==> config.mk <==
export PLATFORM = sky130hd
export DESIGN_NAME = doah_top
export DESIGN_NICKNAME = d
export VERILOG_FILES = /design/src/rtl/doah_pkg.sv /design/src/rtl/doah_access_if.sv /design/src/rtl/doah_host_sync.sv /design/src/rtl/doah_shift_calc.sv /design/src/rtl/doah_top.sv
export SDC_FILE = /design/constraint.sdc
export NUM_CORES = 1
export LEC_CHECK = 0
export ABC_CLOCK_PERIOD_IN_PS = 9300
export BUFFER_PORTS_ARGS = -buffer_cell sky130_fd_sc_hd__buf_2
export CAP_MARGIN = 15
export CORE_ASPECT_RATIO = 0.6
export CORE_UTILIZATION = 60
export DETAILED_ROUTE_END_ITERATION = 16
export MAX_ROUTING_LAYER = met4
export PLACE_DENSITY = 0.9
export REMOVE_ABC_BUFFERS = 1
export SYNTH_ARGS = -nofsm -noshare
export SYNTH_HDL_FRONTEND = slang
export SYNTH_SLANG_ARGS = --single-unit
==> constraint.sdc <==
create_clock -name clk -period 9.3 [get_ports clk]
set_input_delay 0.93 -clock clk [delete_from_list [all_inputs] [get_ports clk]]
set_output_delay 0.93 -clock clk [all_outputs]
set_load 0.03 [all_outputs]
==> src/rtl/doah_pkg.sv <==
/*
 * Constants for the phase/skew adjust and housekeeping register block.
 * Assumes a 16-bit parallel host port and one 125 MHz system clock.
 */
package doah_pkg;

  // ************************************************************
  // port geometry and register map
  // ************************************************************
  localparam int ADDR_W = 14;
  localparam int DATA_W = 16;
  localparam logic [13:0] OFS_ADJUST = 14'h002d;
  localparam logic [13:0] OFS_HOUSE  = 14'h002e;
  localparam logic [15:0] ADJ_RESET  = 16'h0000;
  localparam logic [15:0] HK_RESET   = 16'h0000;

  // ************************************************************
  // field positions
  // ************************************************************
  localparam int PHASE_MSB = 15;
  localparam int PHASE_LSB = 9;
  localparam int SKEW_MSB  = 2;
  localparam int SKEW_LSB  = 0;
  localparam int HK_RSV_LSB = 7;
  localparam int HK_SEC_BIT = 6;
  localparam int HK_PRI_BIT = 5;
  localparam int HK_CLK_BIT = 4;
  localparam int HK_LIM_BIT = 3;
  localparam int HK_ST_MSB  = 2;

  // ************************************************************
  // step sizes, in ps, and the shift resolution they share
  // ************************************************************
  localparam int STEP_FAST_PS = 15000;
  localparam int STEP_T1_PS   = 20000;
  localparam int SKEW_STEP_PS = 3500;
  localparam int SHIFT_RES_PS = 500;
  localparam int MUL_FAST = STEP_FAST_PS / SHIFT_RES_PS;
  localparam int MUL_T1   = STEP_T1_PS / SHIFT_RES_PS;
  localparam int MUL_SKEW = SKEW_STEP_PS / SHIFT_RES_PS;
  localparam int SHIFT_W  = 13;

  // ************************************************************
  // active reference frequency codes and pll state codes
  // ************************************************************
  localparam logic [1:0] REF_8K    = 2'h0;
  localparam logic [1:0] REF_1M544 = 2'h1;
  localparam logic [1:0] REF_2M048 = 2'h2;
  localparam logic [2:0] ST_TRACK_FIRST   = 3'h0;
  localparam logic [2:0] ST_HOLD_FIRST    = 3'h2;
  localparam logic [2:0] ST_REALIGN_FIRST = 3'h3;
  localparam logic [2:0] ST_TRACK_SECOND  = 3'h4;
  localparam logic [2:0] ST_HOLD_SECOND   = 3'h6;
  localparam logic [2:0] ST_REALIGN_SECOND = 3'h7;

  // host access sequencer
  typedef enum logic [1:0] {
    HS_IDLE = 2'b01,
    HS_HOLD = 2'b10
  } doah_hstate_t;

endpackage

==> src/rtl/doah_access_if.sv <==
/*
 * Access strobes passed from the host pin synchroniser to the
 * register block. Assumes both ends share one clock.
 */
`timescale 1ns/1ns
interface doah_access_if;
  logic        start;
  logic        finish;
  logic        write;
  logic [13:0] addr;
  logic [15:0] wdata;

  modport port (output start, finish, write, addr, wdata);
  modport regs (input  start, finish, write, addr, wdata);
endinterface

==> src/rtl/doah_host_sync.sv <==
/*
 * Brings the asynchronous host port pins into the clock domain and
 * turns chip select edges into one-cycle start and finish pulses.
 * Assumes address, direction and data settle before select falls.
 */
`timescale 1ns/1ns
module doah_host_sync (
  // clock and reset
  input  wire logic        clk,
  input  wire logic        rst_n,
  // host pins
  input  wire logic        host_cs_n,
  input  wire logic        host_rd,
  input  wire logic [13:0] host_addr,
  input  wire logic [15:0] host_data_in,
  // access strobes
  doah_access_if.port      acc
);

  logic [31:0] s1_reg, s1_next;
  logic [31:0] s2_reg, s2_next;
  logic        cs_old_reg, cs_old_next;

  // two stages on every pin; the first stage feeds only the second
  always_comb begin
    s1_next     = {host_cs_n, host_rd, host_addr, host_data_in};
    s2_next     = s1_reg;
    cs_old_next = s2_reg[31];
  end

  always_ff @(posedge clk or negedge rst_n) begin
    if (!rst_n) begin
      s1_reg     <= 32'hffff_ffff;
      s2_reg     <= 32'hffff_ffff;
      cs_old_reg <= 1'b1;
    end else begin
      s1_reg     <= s1_next;
      s2_reg     <= s2_next;
      cs_old_reg <= cs_old_next;
    end
  end

  // edge pulses from the settled stage only
  assign acc.start  = cs_old_reg & ~s2_reg[31];
  assign acc.finish = ~cs_old_reg & s2_reg[31];
  assign acc.write  = ~s2_reg[30];
  assign acc.addr   = s2_reg[29:16];
  assign acc.wdata  = s2_reg[15:0];

endmodule

==> src/rtl/doah_shift_calc.sv <==
/*
 * Converts phase word and skew count into one output shift in
 * 0.5 ns units. Pure logic; assumes inputs come from registers.
 */
`timescale 1ns/1ns
module doah_shift_calc (
  // settings
  input  wire logic        [6:0]  phase_word,
  input  wire logic        [2:0]  skew_steps,
  input  wire logic        [1:0]  ref_freq,
  // result
  output logic signed      [12:0] shift
);

  logic signed [12:0] mul;
  logic signed [12:0] ph;
  logic signed [12:0] sk;

  // step size depends on which reference the pll follows
  always_comb begin
    mul = (ref_freq == doah_pkg::REF_1M544)
        ? 13'(doah_pkg::MUL_T1) : 13'(doah_pkg::MUL_FAST);
    ph  = 13'(signed'(phase_word)) * mul;
    sk  = 13'(skew_steps) * 13'(doah_pkg::MUL_SKEW);
    shift = ph + sk;
  end

endmodule

==> src/rtl/doah_top.sv <==
/*
 * Phase/skew adjust and pll housekeeping registers on the parallel
 * host port. Assumes pll status inputs are on this clock and that
 * the host holds address and data stable while select is low.
 */
//
// Notes on behaviour
// - bits 15..9 are signed phase word
// - phase step 15 ns on 8k/2.048M
// - phase step 20 ns on 1.544M
// - bits 2..0 skew 0..7 of 3.5ns
// - bit 6 shows secondary monitor fail
// - bit 5 shows primary monitor fail
// - bit 4 selects fast main clock
// - only bit 4 of housekeeping writable
// - bit 3 shows slope limiter active
// - bits 2..0 report pll state code
// - housekeeping at 002e, resets zero
`timescale 1ns/1ns
module doah_top (
  // clock and reset
  input  wire logic        clk,
  input  wire logic        rst_n,
  // host parallel port
  input  wire logic        host_cs_n,
  input  wire logic        host_rd,
  input  wire logic [13:0] host_addr,
  input  wire logic [15:0] host_data_in,
  output logic      [15:0] host_data_out,
  output logic             host_data_oe,
  output logic             host_ack_n,
  // pll status
  input  wire logic        second_monitor_fail,
  input  wire logic        first_monitor_fail,
  input  wire logic        limiter_active,
  input  wire logic [2:0]  pll_state,
  input  wire logic [1:0]  active_ref_freq,
  // pll controls
  output logic      [6:0]  phase_offset_word,
  output logic      [2:0]  output_skew_steps,
  output logic             fast_clock_select,
  output logic signed [12:0] output_shift
);

  // ************************************************************
  // host pin synchroniser
  // ************************************************************
  doah_access_if acc ();

  doah_host_sync u_sync (
    .clk          (clk),
    .rst_n        (rst_n),
    .host_cs_n    (host_cs_n),
    .host_rd      (host_rd),
    .host_addr    (host_addr),
    .host_data_in (host_data_in),
    .acc          (acc)
  );

  // ************************************************************
  // state
  // ************************************************************
  doah_pkg::doah_hstate_t hs_reg, hs_next;
  logic [6:0]  phase_reg, phase_next;
  logic [2:0]  skew_reg,  skew_next;
  logic        fast_reg,  fast_next;
  logic [15:0] dout_reg,  dout_next;
  logic        oe_reg,    oe_next;
  logic        ack_n_reg, ack_n_next;
  logic signed [12:0] shift_reg, shift_next;
  logic signed [12:0] shift_calc;
  logic [15:0] hk_view;
  logic        hit_adj;
  logic        hit_hk;

  // decode of the two registers; other addresses read as zero
  assign hit_adj = (acc.addr == doah_pkg::OFS_ADJUST);
  assign hit_hk  = (acc.addr == doah_pkg::OFS_HOUSE);

  // live housekeeping image; status bits come straight from the pll
  always_comb begin
    hk_view = doah_pkg::HK_RESET;
    hk_view[doah_pkg::HK_SEC_BIT] = second_monitor_fail;
    hk_view[doah_pkg::HK_PRI_BIT] = first_monitor_fail;
    hk_view[doah_pkg::HK_CLK_BIT] = fast_reg;
    hk_view[doah_pkg::HK_LIM_BIT] = limiter_active;
    hk_view[doah_pkg::HK_ST_MSB:0] = pll_state;
  end

  // ************************************************************
  // output shift arithmetic
  // ************************************************************
  doah_shift_calc u_calc (
    .phase_word (phase_reg),
    .skew_steps (skew_reg),
    .ref_freq   (active_ref_freq),
    .shift      (shift_calc)
  );

  // ************************************************************
  // register writes and host sequencing
  // ************************************************************
  // reserved bits are dropped, not stored, so a careless host
  // cannot upset anything downstream
  always_comb begin
    hs_next    = hs_reg;
    phase_next = phase_reg;
    skew_next  = skew_reg;
    fast_next  = fast_reg;
    dout_next  = dout_reg;
    oe_next    = oe_reg;
    ack_n_next = ack_n_reg;
    shift_next = shift_calc;
    unique case (hs_reg)
      doah_pkg::HS_IDLE: begin
        if (acc.start) begin
          hs_next    = doah_pkg::HS_HOLD;
          ack_n_next = 1'b0;
          oe_next    = ~acc.write;
          dout_next  = 16'h0000;
          if (acc.write && hit_adj) begin
            phase_next = acc.wdata[doah_pkg::PHASE_MSB:
                                   doah_pkg::PHASE_LSB];
            skew_next  = acc.wdata[doah_pkg::SKEW_MSB:
                                   doah_pkg::SKEW_LSB];
          end
          if (acc.write && hit_hk) begin
            fast_next = acc.wdata[doah_pkg::HK_CLK_BIT];
          end
          if (!acc.write && hit_adj) begin
            dout_next[doah_pkg::PHASE_MSB:doah_pkg::PHASE_LSB]
              = phase_reg;
            dout_next[doah_pkg::SKEW_MSB:doah_pkg::SKEW_LSB]
              = skew_reg;
          end
          if (!acc.write && hit_hk) begin
            dout_next = hk_view;
          end
        end
      end
      doah_pkg::HS_HOLD: begin
        // data stays on the pins until the host lets select go
        if (acc.finish) begin
          hs_next    = doah_pkg::HS_IDLE;
          ack_n_next = 1'b1;
          oe_next    = 1'b0;
        end
      end
    endcase
  end

  // all register state resets: ack_n_reg loads 1, hs_reg loads HS_IDLE, the rest clear
  always_ff @(posedge clk or negedge rst_n) begin
    if (!rst_n) begin
      hs_reg    <= doah_pkg::HS_IDLE;
      phase_reg <= doah_pkg::ADJ_RESET[doah_pkg::PHASE_MSB:
                                       doah_pkg::PHASE_LSB];
      skew_reg  <= doah_pkg::ADJ_RESET[doah_pkg::SKEW_MSB:
                                       doah_pkg::SKEW_LSB];
      fast_reg  <= doah_pkg::HK_RESET[doah_pkg::HK_CLK_BIT];
      dout_reg  <= 16'h0000;
      oe_reg    <= 1'b0;
      ack_n_reg <= 1'b1;
      shift_reg <= 13'sh0;
    end else begin
      hs_reg    <= hs_next;
      phase_reg <= phase_next;
      skew_reg  <= skew_next;
      fast_reg  <= fast_next;
      dout_reg  <= dout_next;
      oe_reg    <= oe_next;
      ack_n_reg <= ack_n_next;
      shift_reg <= shift_next;
    end
  end

  // every output comes from a flip-flop
  assign host_data_out     = dout_reg;
  assign host_data_oe      = oe_reg;
  assign host_ack_n        = ack_n_reg;
  assign phase_offset_word = phase_reg;
  assign output_skew_steps = skew_reg;
  assign fast_clock_select = fast_reg;
  assign output_shift      = shift_reg;

  // ************************************************************
  // checks
  // ************************************************************
  logic signed [12:0] exp_fast;
  logic signed [12:0] exp_t1;
  logic               idle_start;

  // reference shifts computed independently of the calc module
  assign exp_fast = 13'(signed'(phase_reg)) * 13'sd30
                  + 13'(skew_reg) * 13'sd7;
  assign exp_t1   = 13'(signed'(phase_reg)) * 13'sd40
                  + 13'(skew_reg) * 13'sd7;
  assign idle_start = acc.start && (hs_reg == doah_pkg::HS_IDLE);

  a_phase_word_load: assert property (
    @(posedge clk) disable iff (!rst_n)
    idle_start && acc.write && hit_adj |=>
      phase_offset_word == $past(acc.wdata[15:9])
  ) else $error("phase word not loaded from bits 15..9");

  a_shift_fast_ref: assert property (
    @(posedge clk) disable iff (!rst_n)
    active_ref_freq != doah_pkg::REF_1M544 |=>
      output_shift == $past(exp_fast)
  ) else $error("shift wrong for 15 ns step");

  a_shift_t1_ref: assert property (
    @(posedge clk) disable iff (!rst_n)
    active_ref_freq == doah_pkg::REF_1M544 |=>
      output_shift == $past(exp_t1)
  ) else $error("shift wrong for 20 ns step");

  a_skew_load: assert property (
    @(posedge clk) disable iff (!rst_n)
    idle_start && acc.write && hit_adj |=>
      output_skew_steps == $past(acc.wdata[2:0])
  ) else $error("skew count not loaded from bits 2..0");

  a_sec_fail_read: assert property (
    @(posedge clk) disable iff (!rst_n)
    idle_start && !acc.write && hit_hk |=>
      host_data_out[6] == $past(second_monitor_fail) && host_data_oe
  ) else $error("bit 6 does not show secondary fail");

  a_pri_fail_read: assert property (
    @(posedge clk) disable iff (!rst_n)
    idle_start && !acc.write && hit_hk |=>
      host_data_out[5] == $past(first_monitor_fail)
  ) else $error("bit 5 does not show primary fail");

  a_clock_select: assert property (
    @(posedge clk) disable iff (!rst_n)
    idle_start && acc.write && hit_hk |=>
      fast_clock_select == $past(acc.wdata[4]) ##1
      $stable(fast_clock_select) || $past(acc.start)
  ) else $error("clock select not taken from bit 4");

  a_hk_write_only_clk: assert property (
    @(posedge clk) disable iff (!rst_n)
    idle_start && acc.write && hit_hk |=>
      $stable(phase_offset_word) && $stable(output_skew_steps)
  ) else $error("housekeeping write touched adjust fields");

  a_limit_read: assert property (
    @(posedge clk) disable iff (!rst_n)
    idle_start && !acc.write && hit_hk |=>
      host_data_out[3] == $past(limiter_active)
  ) else $error("bit 3 does not show limiter");

  a_state_read: assert property (
    @(posedge clk) disable iff (!rst_n)
    idle_start && !acc.write && hit_hk |=>
      host_data_out[2:0] == $past(pll_state)
  ) else $error("bits 2..0 do not show pll state");

  a_hk_upper_zero: assert property (
    @(posedge clk) disable iff (!rst_n)
    idle_start && !acc.write && hit_hk |=>
      host_data_out[15:7] == 9'h000 &&
      host_data_out[4] == $past(fast_clock_select)
  ) else $error("status or reserved bits stored from a write");

  a_ack_release: assert property (
    @(posedge clk) disable iff (!rst_n)
    acc.finish && hs_reg == doah_pkg::HS_HOLD |=>
      host_ack_n && !host_data_oe
  ) else $error("ack or drive not released after select");

  // checked one edge late so a missed time-zero edge cannot trip it
  a_reset_clears_select: assert property (
    @(posedge clk)
    !rst_n |=> !fast_clock_select && host_ack_n && !host_data_oe
  ) else $error("select or port not cleared by reset");

  // the sequencer must always sit in exactly one state
  a_seq_one_hot: assert property (
    @(posedge clk) disable iff (!rst_n)
    $onehot(hs_reg)
  ) else $error("host sequencer state not one-hot");

  // every access taken from idle is answered on the next edge
  a_start_gives_ack: assert property (
    @(posedge clk) disable iff (!rst_n)
    idle_start |=> !host_ack_n && hs_reg == doah_pkg::HS_HOLD
  ) else $error("access start not acknowledged");

  // a write must never turn the data pins around
  a_write_no_drive: assert property (
    @(posedge clk) disable iff (!rst_n)
    idle_start && acc.write |=> !host_data_oe && host_data_out == 16'h0000
  ) else $error("data pins driven during a write");

  // reserved adjust bits read back as zero beside the stored fields
  a_adjust_readback: assert property (
    @(posedge clk) disable iff (!rst_n)
    idle_start && !acc.write && hit_adj |=>
      host_data_out[15:9] == $past(phase_offset_word) &&
      host_data_out[8:3] == 6'h00 &&
      host_data_out[2:0] == $past(output_skew_steps)
  ) else $error("adjust register read back wrong");

endmodule

==> flow_metrics.py, run 1 <==
metrics = {
    "power": {
        "vdd_drop_max_mv": 0.1253,
        "p_per_area_mw_per_mm2": 168.3,
        "p_leak_nw": 2.804,
    },
    "finish": {
        "diodes": 0,
        "post-route-util_pct": 73.21,
        "drive_gt1_share_pct": 38.89,
        "multi_input_area_mm2": 0.001849,
        "fin_cells": 536,
        "fin_nets": 525,
        "area_growth_pct": 18.37,
        "fillers": 502,
        "regArea_mm2": 0.002472,
    },
    "global_route": {
        "grt_pass1_vias": 2894,
        "grt-ovfl-total": 0,
        "antenna_found_initial": 0,
        "grt_usage_pct": 24.31,
        "grt_pass1_wl_mm": 13.66,
        "grt_max_degree": 97,
    },
    "timing": {
        "fin_ws_ps": 3609,
        "relSlewSlack_pct": 18.46,
        "period_needed_ps": 5691,
        "setup_tns_ps": 0,
        "final_max_slew_viol_count": 0,
        "finalCritPeriodShare_pct": 61.20,
        "rsz0062_at_grt": "false",
        "hold_violations": 0,
        "worst_pin_slew_ps": 1192,
        "finalSetupViolations": 0,
        "clock_skew_ps": 7.660,
        "max_freq_mhz": 175.7,
    },
    "hold_path": {
        "hold_class": "register to register",
    },
    "yosys": {
        "dominantRegCellSynth": "dfstp_2",
        "synth_edf_count": 0,
        "synth_warnings": 0,
        "mappedNetlistArea_mm2": 0.004494,
        "synthDistinctLibCells": 45,
        "syn_inst": 339,
        "syn_avg_cell_area_um2": 13.26,
        "synth_async_sr_flop_share_pct": 100.0,
        "seq_area_frac_synth_pct": 55.01,
        "synth-seq-cells": 96,
    },
    "critical_path": {
        "crit_type": "input pin to register",
        "crit_start": "active_ref_freq[0]",
        "r2r_slack_ps": 4280,
        "crit_arrival_ps": 5920,
        "endpoint": "output_shift[12]$_DFF_PN0_",
        "crit_path_start_kind": "input pin",
        "r2r-start": "phase_offset_word[4]$_DFFE_PN0P_",
        "worstRegToRegCells": 15,
        "r2r_end": "output_shift[12]$_DFF_PN0_",
        "cp.required_ps": 9530,
        "crit_fanout": 7,
        "end_kind": "register",
    },
    "die": {
        "die_area_mm2": 0.007852,
        "rows": 24,
        "core-area_mm2": 0.007267,
        "fp.dieW_um": 113.7,
        "pin_count": 84,
        "die_h_um": 69.04,
        "initial_core_util_pct": 61.85,
    },
    "placed_design": {
        "dp_cells": 519,
        "gp_congestion": 0.7632,
        "io_buffer_count": 76,
        "hpwl_mm": 5.787,
        "pre_cts_slack_ps": 3383,
    },
    "detailed_routing": {
        "avgViaCountPerCell": 5.142,
        "wl_per_cell_um": 15.10,
        "drc": 0,
        "drt-pass1-iter-count": 4,
        "drt-total-wl_mm": 8.091,
        "vias": 2756,
        "ant_nets": 0,
        "drt_first_iter_violations": 133,
    },
    "run": {
        "drv_cap": 0,
    },
    "clocking": {
        "path_clk_slew_ps": 70,
        "cts_resized": 0,
        "ctsHoldBuffers": 0,
        "cts-root-buf": "clkbuf_16",
        "cts-buffers-inserted": 9,
        "cts_setup_buffers": 0,
        "cts_tree": "done",
        "htreeDepth": 3,
        "cts_sinks": 96,
        "clockBufferDepth": 2,
        "clk_latency_ps": 350,
    },
    "status": {
        "status": "completed",
    },
}
==> per-layer routing <==
metal / track usage [%] / routed length [µm] / up-vias / part of all wire, %
li1: - / - / 1293 / -
met1: 30.80 / 3546 / 1354 / 44
met2: 37.60 / 3935 / 99 / 49
met3: 8.883 / 522 / 10 / 6.5
met4: 5.848 / 86 / 0 / 1.1
met5: - / 0 / - / 0
==> how the worst min path moves through the flow <==
stage / from / to / slack [ps] / depth (start not counted)
floorplan: u_sync.s1_reg[0]$_DFF_PN1_ / u_sync.s2_reg[0]$_DFF_PN1_ / 350 / 0
global placement: u_sync.s1_reg[13]$_DFF_PN1_ / u_sync.s2_reg[13]$_DFF_PN1_ / 350 / 0
detailed placement: u_sync.s1_reg[31]$_DFF_PN1_ / u_sync.s2_reg[31]$_DFF_PN1_ / 350 / 0
CTS: u_sync.s1_reg[31]$_DFF_PN1_ / u_sync.s2_reg[31]$_DFF_PN1_ / 360 / 0
global route: u_sync.s1_reg[9]$_DFF_PN1_ / u_sync.s2_reg[9]$_DFF_PN1_ / 360 / 0
finish: u_sync.s1_reg[28]$_DFF_PN1_ / u_sync.s2_reg[28]$_DFF_PN1_ / 350 / 0
==> where the power goes <==
part	total [W]	internal, W	leakage (nW)	switching, W
logic	0.0000757	0.0000242	1.55	0.0000514
clock network	0.000357	0.000189	0.139	0.000168
registers	0.000462	0.000451	1.11	0.0000117
total	0.000896	0.000664	2.80	0.000232
==> cell usage after synthesis, types with 3 or more instances <==
library cell	number	area (µm²)
inv_1	43	161.4
a21oi_1	8	40.04
xor2_1	5	43.79
dfstp_2	56	1471
xnor2_1	6	52.55
nor2_1	8	30.03
o31ai_1	3	22.52
fa_1	23	460.4
mux2_4	10	150.1
dfrtp_1	40	1001
nand3_1	11	55.05
ha_1	33	412.9
and2_1	5	31.28
a21o_1	7	52.55
a22oi_1	3	22.52
nor3_1	7	35.03
nand2_1	28	105.1
buf_4	3	22.52
o211ai_1	3	22.52
or3_1	3	18.77
==> critical path, cell delays in order <==
cell and delay, ps:
buf_2 80, nor2b_1 470, nor2_1 210, fa_1 540
inv_1 50, fa_1 470, inv_1 50, fa_1 520
inv_1 50, fa_1 530, inv_1 50, ha_1 360
and3_1 210, a2111oi_0 1040, o211a_1 300, nor3_1 50
==> cell usage in the layout (no fill, tap or decap), types with 3 or more instances in the layout <==
master and count:
buf_2 75, dfstp_2 56, inv_1 43, dfrtp_1 40
ha_1 33, nand2_1 28, fa_1 23, nand3_1 11
mux2_4 10, clkbuf_16 9, a21oi_1 8, nor2_1 8
a21o_1 7, nor3_1 7, conb_1 7, xnor2_1 6
and2_1 5, xor2_1 5, o211ai_1 3, or3_1 3
o31ai_1 3, a22oi_1 3
==> through the flow <==
step	hold slack, ps	total power, W	instance area, µm²
2_1_floorplan	345.2	0.0005096	4483
3_3_place_gp	345.5	0.0005389	4996
3_5_place_dp	346.8	0.0005438	4996
4_1_cts	357.0	0.0009042	5293
5_1_grt	360.3	0.0009316	5320
6_report	354.9	0.0008955	5320
==> cell families after synthesis <==
| logic type | synth area share, % |
|---|---|
| flip-flops | 55.01 |
| other | 0.1671 |
| XOR/XNOR | 2.144 |
| AND/OR/NAND/NOR | 9.994 |
| adder cells (fa/ha/maj) | 19.43 |
| AO/OA/AOI/OAI | 5.401 |
| buffers and inverters | 4.259 |
| multiplexers | 3.591 |
==> final cells by class <==
type / instances / share of cell area [%]
timing repair buffer: 77 / 7.714
tap: 104 / 2.446
clock buffer: 9 / 4.233
inverter: 43 / 3.034
sequential: 96 / 46.47
multi-input combinational: 200 / 34.76
clock inverter: 7 / 1.341
No activity file was read; power rests on OpenSTA's default activity.
==> inputs of run 2 (changes only) <==
--- a/config.mk
+++ b/config.mk
@@ -5,14 +5,15 @@
 export SDC_FILE = /design/constraint.sdc
 export NUM_CORES = 1
 export LEC_CHECK = 0
-export ABC_CLOCK_PERIOD_IN_PS = 9300
+export ABC_AREA = 1
+export ABC_CLOCK_PERIOD_IN_PS = 5350
 export BUFFER_PORTS_ARGS = -buffer_cell sky130_fd_sc_hd__buf_2
 export CAP_MARGIN = 15
 export CORE_ASPECT_RATIO = 0.6
-export CORE_UTILIZATION = 60
+export CORE_UTILIZATION = 56
 export DETAILED_ROUTE_END_ITERATION = 16
 export MAX_ROUTING_LAYER = met4
-export PLACE_DENSITY = 0.9
+export PLACE_DENSITY = 0.85
 export REMOVE_ABC_BUFFERS = 1
 export SYNTH_ARGS = -nofsm -noshare
 export SYNTH_HDL_FRONTEND = slang
==> constraint.sdc (replaced) <==
create_clock -name clk -period 5.35 [get_ports clk]
set_input_delay 0.535 -clock clk [delete_from_list [all_inputs] [get_ports clk]]
set_output_delay 0.535 -clock clk [all_outputs]
set_load 0.03 [all_outputs]
==> flow_metrics.py, run 2 <==
metrics = {
    "timing": {
        "period_needed_ps": 4280,
        "rsz0062_at_grt": "false",
        "hold_violations": 0,
        "setup_tns_ps": 0,
        "worst_pin_slew_ps": 918.6,
        "finalCritPeriodShare_pct": 80.01,
        "clock_skew_ps": 10.57,
        "max_freq_mhz": 233.6,
        "fin_ws_ps": 1070,
        "finalSetupViolations": 0,
        "relSlewSlack_pct": 38.76,
        "final_max_slew_viol_count": 0,
    },
    "finish": {
        "fin_nets": 588,
        "post-route-util_pct": 67.92,
        "fin_cells": 603,
        "diodes": 0,
        "layout_commonest_cell": "buf_2",
        "layout_common_cells": "buf_2, nand2_1, inv_1",
        "drive_gt1_share_pct": 32.93,
        "multi_input_area_mm2": 0.001807,
        "regArea_mm2": 0.002472,
        "area_growth_pct": 17.01,
        "fillers": 595,
    },
    "clocking": {
        "ctsHoldBuffers": 0,
        "cts_resized": 0,
        "cts-buffers-inserted": 9,
        "cts_tree": "done",
        "cts_setup_buffers": 0,
        "clockBufferDepth": 2,
        "cts-root-buf": "clkbuf_16",
        "cts_sinks": 96,
        "path_clk_slew_ps": 70,
        "htreeDepth": 3,
        "clk_latency_ps": 340,
    },
    "yosys": {
        "synth_edf_count": 0,
        "synth_most_common_cell": "nand2_1",
        "synth_top_family_by_area": "adder cells",
        "yosys.area.top_type": "dfstp_2",
        "mappedNetlistArea_mm2": 0.004576,
        "syn_avg_cell_area_um2": 11.27,
        "synthTopCellsByArea": "dfstp_2, dfrtp_1, fa_1",
        "synth_warnings": 0,
        "yosys.area_share.simple_pct": 13.62,
        "synthMuxAreaShare_pct": 0,
        "syn_inst": 406,
        "synth_fa_ha_area_share_pct": 19.09,
        "synth-seq-cells": 96,
        "synthDistinctLibCells": 33,
        "synth_compound_area_share_pct": 4.293,
        "synth_async_sr_flop_share_pct": 100.0,
        "synth_top_cell_area_share_pct": 32.16,
        "dominantRegCellSynth": "dfstp_2",
        "synth_xor_xnor_area_share_pct": 1.914,
        "seq_area_frac_synth_pct": 54.03,
        "synth_common_cells": "nand2_1, inv_1, dfstp_2",
    },
    "status": {
        "status": "completed",
    },
    "power": {
        "vdd_drop_max_mv": 0.1976,
        "p_per_area_mw_per_mm2": 311.6,
        "p_leak_nw": 2.936,
    },
    "detailed_routing": {
        "drc": 0,
        "drt_first_iter_violations": 135,
        "ant_nets": 0,
        "avgViaCountPerCell": 4.711,
        "wl_per_cell_um": 13.45,
        "drt-total-wl_mm": 8.111,
        "drt-pass1-iter-count": 4,
        "vias": 2841,
    },
    "run": {
        "drv_cap": 0,
    },
    "critical_path": {
        "crit_arrival_ps": 4510,
        "end_kind": "register",
        "cp.required_ps": 5580,
        "r2r_end": "output_shift[12]$_DFF_PN0_",
        "crit_fanout": 11,
        "r2r_slack_ps": 1250,
        "worstRegToRegCells": 18,
        "crit_type": "input pin to register",
        "crit_path_start_kind": "input pin",
        "r2r-start": "phase_offset_word[6]$_DFFE_PN0P_",
    },
    "hold_path": {
        "hold_class": "input pin to async pin",
    },
    "placed_design": {
        "hpwl_mm": 5.998,
        "dp_cells": 587,
        "io_buffer_count": 76,
        "gp_congestion": 0.8199,
        "pre_cts_slack_ps": 715.5,
    },
    "global_route": {
        "antenna_found_initial": 0,
        "grt-ovfl-total": 0,
        "grt_pass1_vias": 2921,
        "grt_max_degree": 78,
        "grt_usage_pct": 22.24,
        "grt_pass1_wl_mm": 13.86,
    },
    "die": {
        "fp.dieW_um": 118.7,
        "initial_core_util_pct": 58.05,
        "die_h_um": 72.02,
        "core-area_mm2": 0.007883,
        "die_area_mm2": 0.008548,
        "rows": 25,
        "pin_count": 84,
    },
}
-- run 2: cell count changes after synthesis, moves of 4 or more --
cell | previous run | this run
nor2_1 | 8 | 25
inv_1 | 43 | 67
mux2_4 | 10 | 0
nand2_1 | 28 | 71
nand4_1 | 0 | 9
nor3_1 | 7 | 0
a21o_1 | 7 | 1
and2_1 | 5 | 0
a21oi_1 | 8 | 17
o21ai_2 | 0 | 4
nand3_1 | 11 | 16
-- run 2: power breakdown --
group | switching [W] | total [W] | internal (W) | leakage (nW)
Combinational | 0.000146 | 0.000205 | 0.0000584 | 1.67
Sequential | 0.0000268 | 0.000826 | 0.000800 | 1.12
Clock | 0.000269 | 0.000637 | 0.000368 | 0.146
-- run 2: area by class of cell --
| type | instances | share of cell area [%] |
|---|---|---|
| Sequential cell | 96 | 46.18 |
| Multi-Input combinational cell | 239 | 33.75 |
| Timing Repair Buffer | 77 | 7.291 |
| Clock buffer | 11 | 4.347 |
| Inverter | 67 | 4.697 |
| Clock inverter | 5 | 1.215 |
| Tap cell | 108 | 2.524 |
-- run 2: worst max path at each step --
stage,start,to,slack [ps],cells past startpoint
6_report,active_ref_freq[1],output_shift[9]$_DFF_PN0_,1070,17
5_1_grt,active_ref_freq[1],output_shift[9]$_DFF_PN0_,820,17
4_1_cts,active_ref_freq[1],output_shift[9]$_DFF_PN0_,1100,17
3_5_place_dp,active_ref_freq[1],output_shift[9]$_DFF_PN0_,720,17
3_3_place_gp,active_ref_freq[1],output_shift[9]$_DFF_PN0_,760,17
2_1_floorplan,active_ref_freq[0],output_shift[9]$_DFF_PN0_,1120,17
-- run 2: kinds of logic (layout without fill, tap and decap cells) --
family                   Yosys count  in the layout
AO/OA/AOI/OAI                     33             33
XOR/XNOR                          10             10
adder cells (fa/ha/maj)           56             56
buffers and inverters             76            160
flip-flops                        96             96
other                              2              7
AND/OR/NAND/NOR                  133            133
-- run 2: critical path: stages --
cell,delay [ps]
buf_2,100
nor2_1,540
nor2_1,190
fa_1,540
inv_1,50
fa_1,470
inv_1,50
fa_1,530
inv_1,50
fa_1,520
inv_1,40
ha_1,340
a21oi_1,150
nand2_1,120
nand3_1,90
nand2_1,60
xor2_1,130
-- run 2: stage by stage --
| stage | hold WS, ps | area, µm² | power, W |
|---|---|---|---|
| floorplan | 239.4 | 4531 | 0.0009614 |
| global placement | 345.8 | 5056 | 0.001030 |
| detailed placement | 346.8 | 5056 | 0.001044 |
| CTS | 271.8 | 5354 | 0.001687 |
| global route | 263.3 | 5354 | 0.001736 |
| finish | 273.9 | 5354 | 0.001668 |
-- run 2: layer usage --
metal / routed length (µm) / up-vias / global-route usage, %
met3: 458 / 7 / 6.918
li1: - / 1414 / -
met4: 68 / 0 / 6.048
met2: 3678 / 87 / 32.75
met1: 3904 / 1333 / 30.23
met5: 0 / - / -
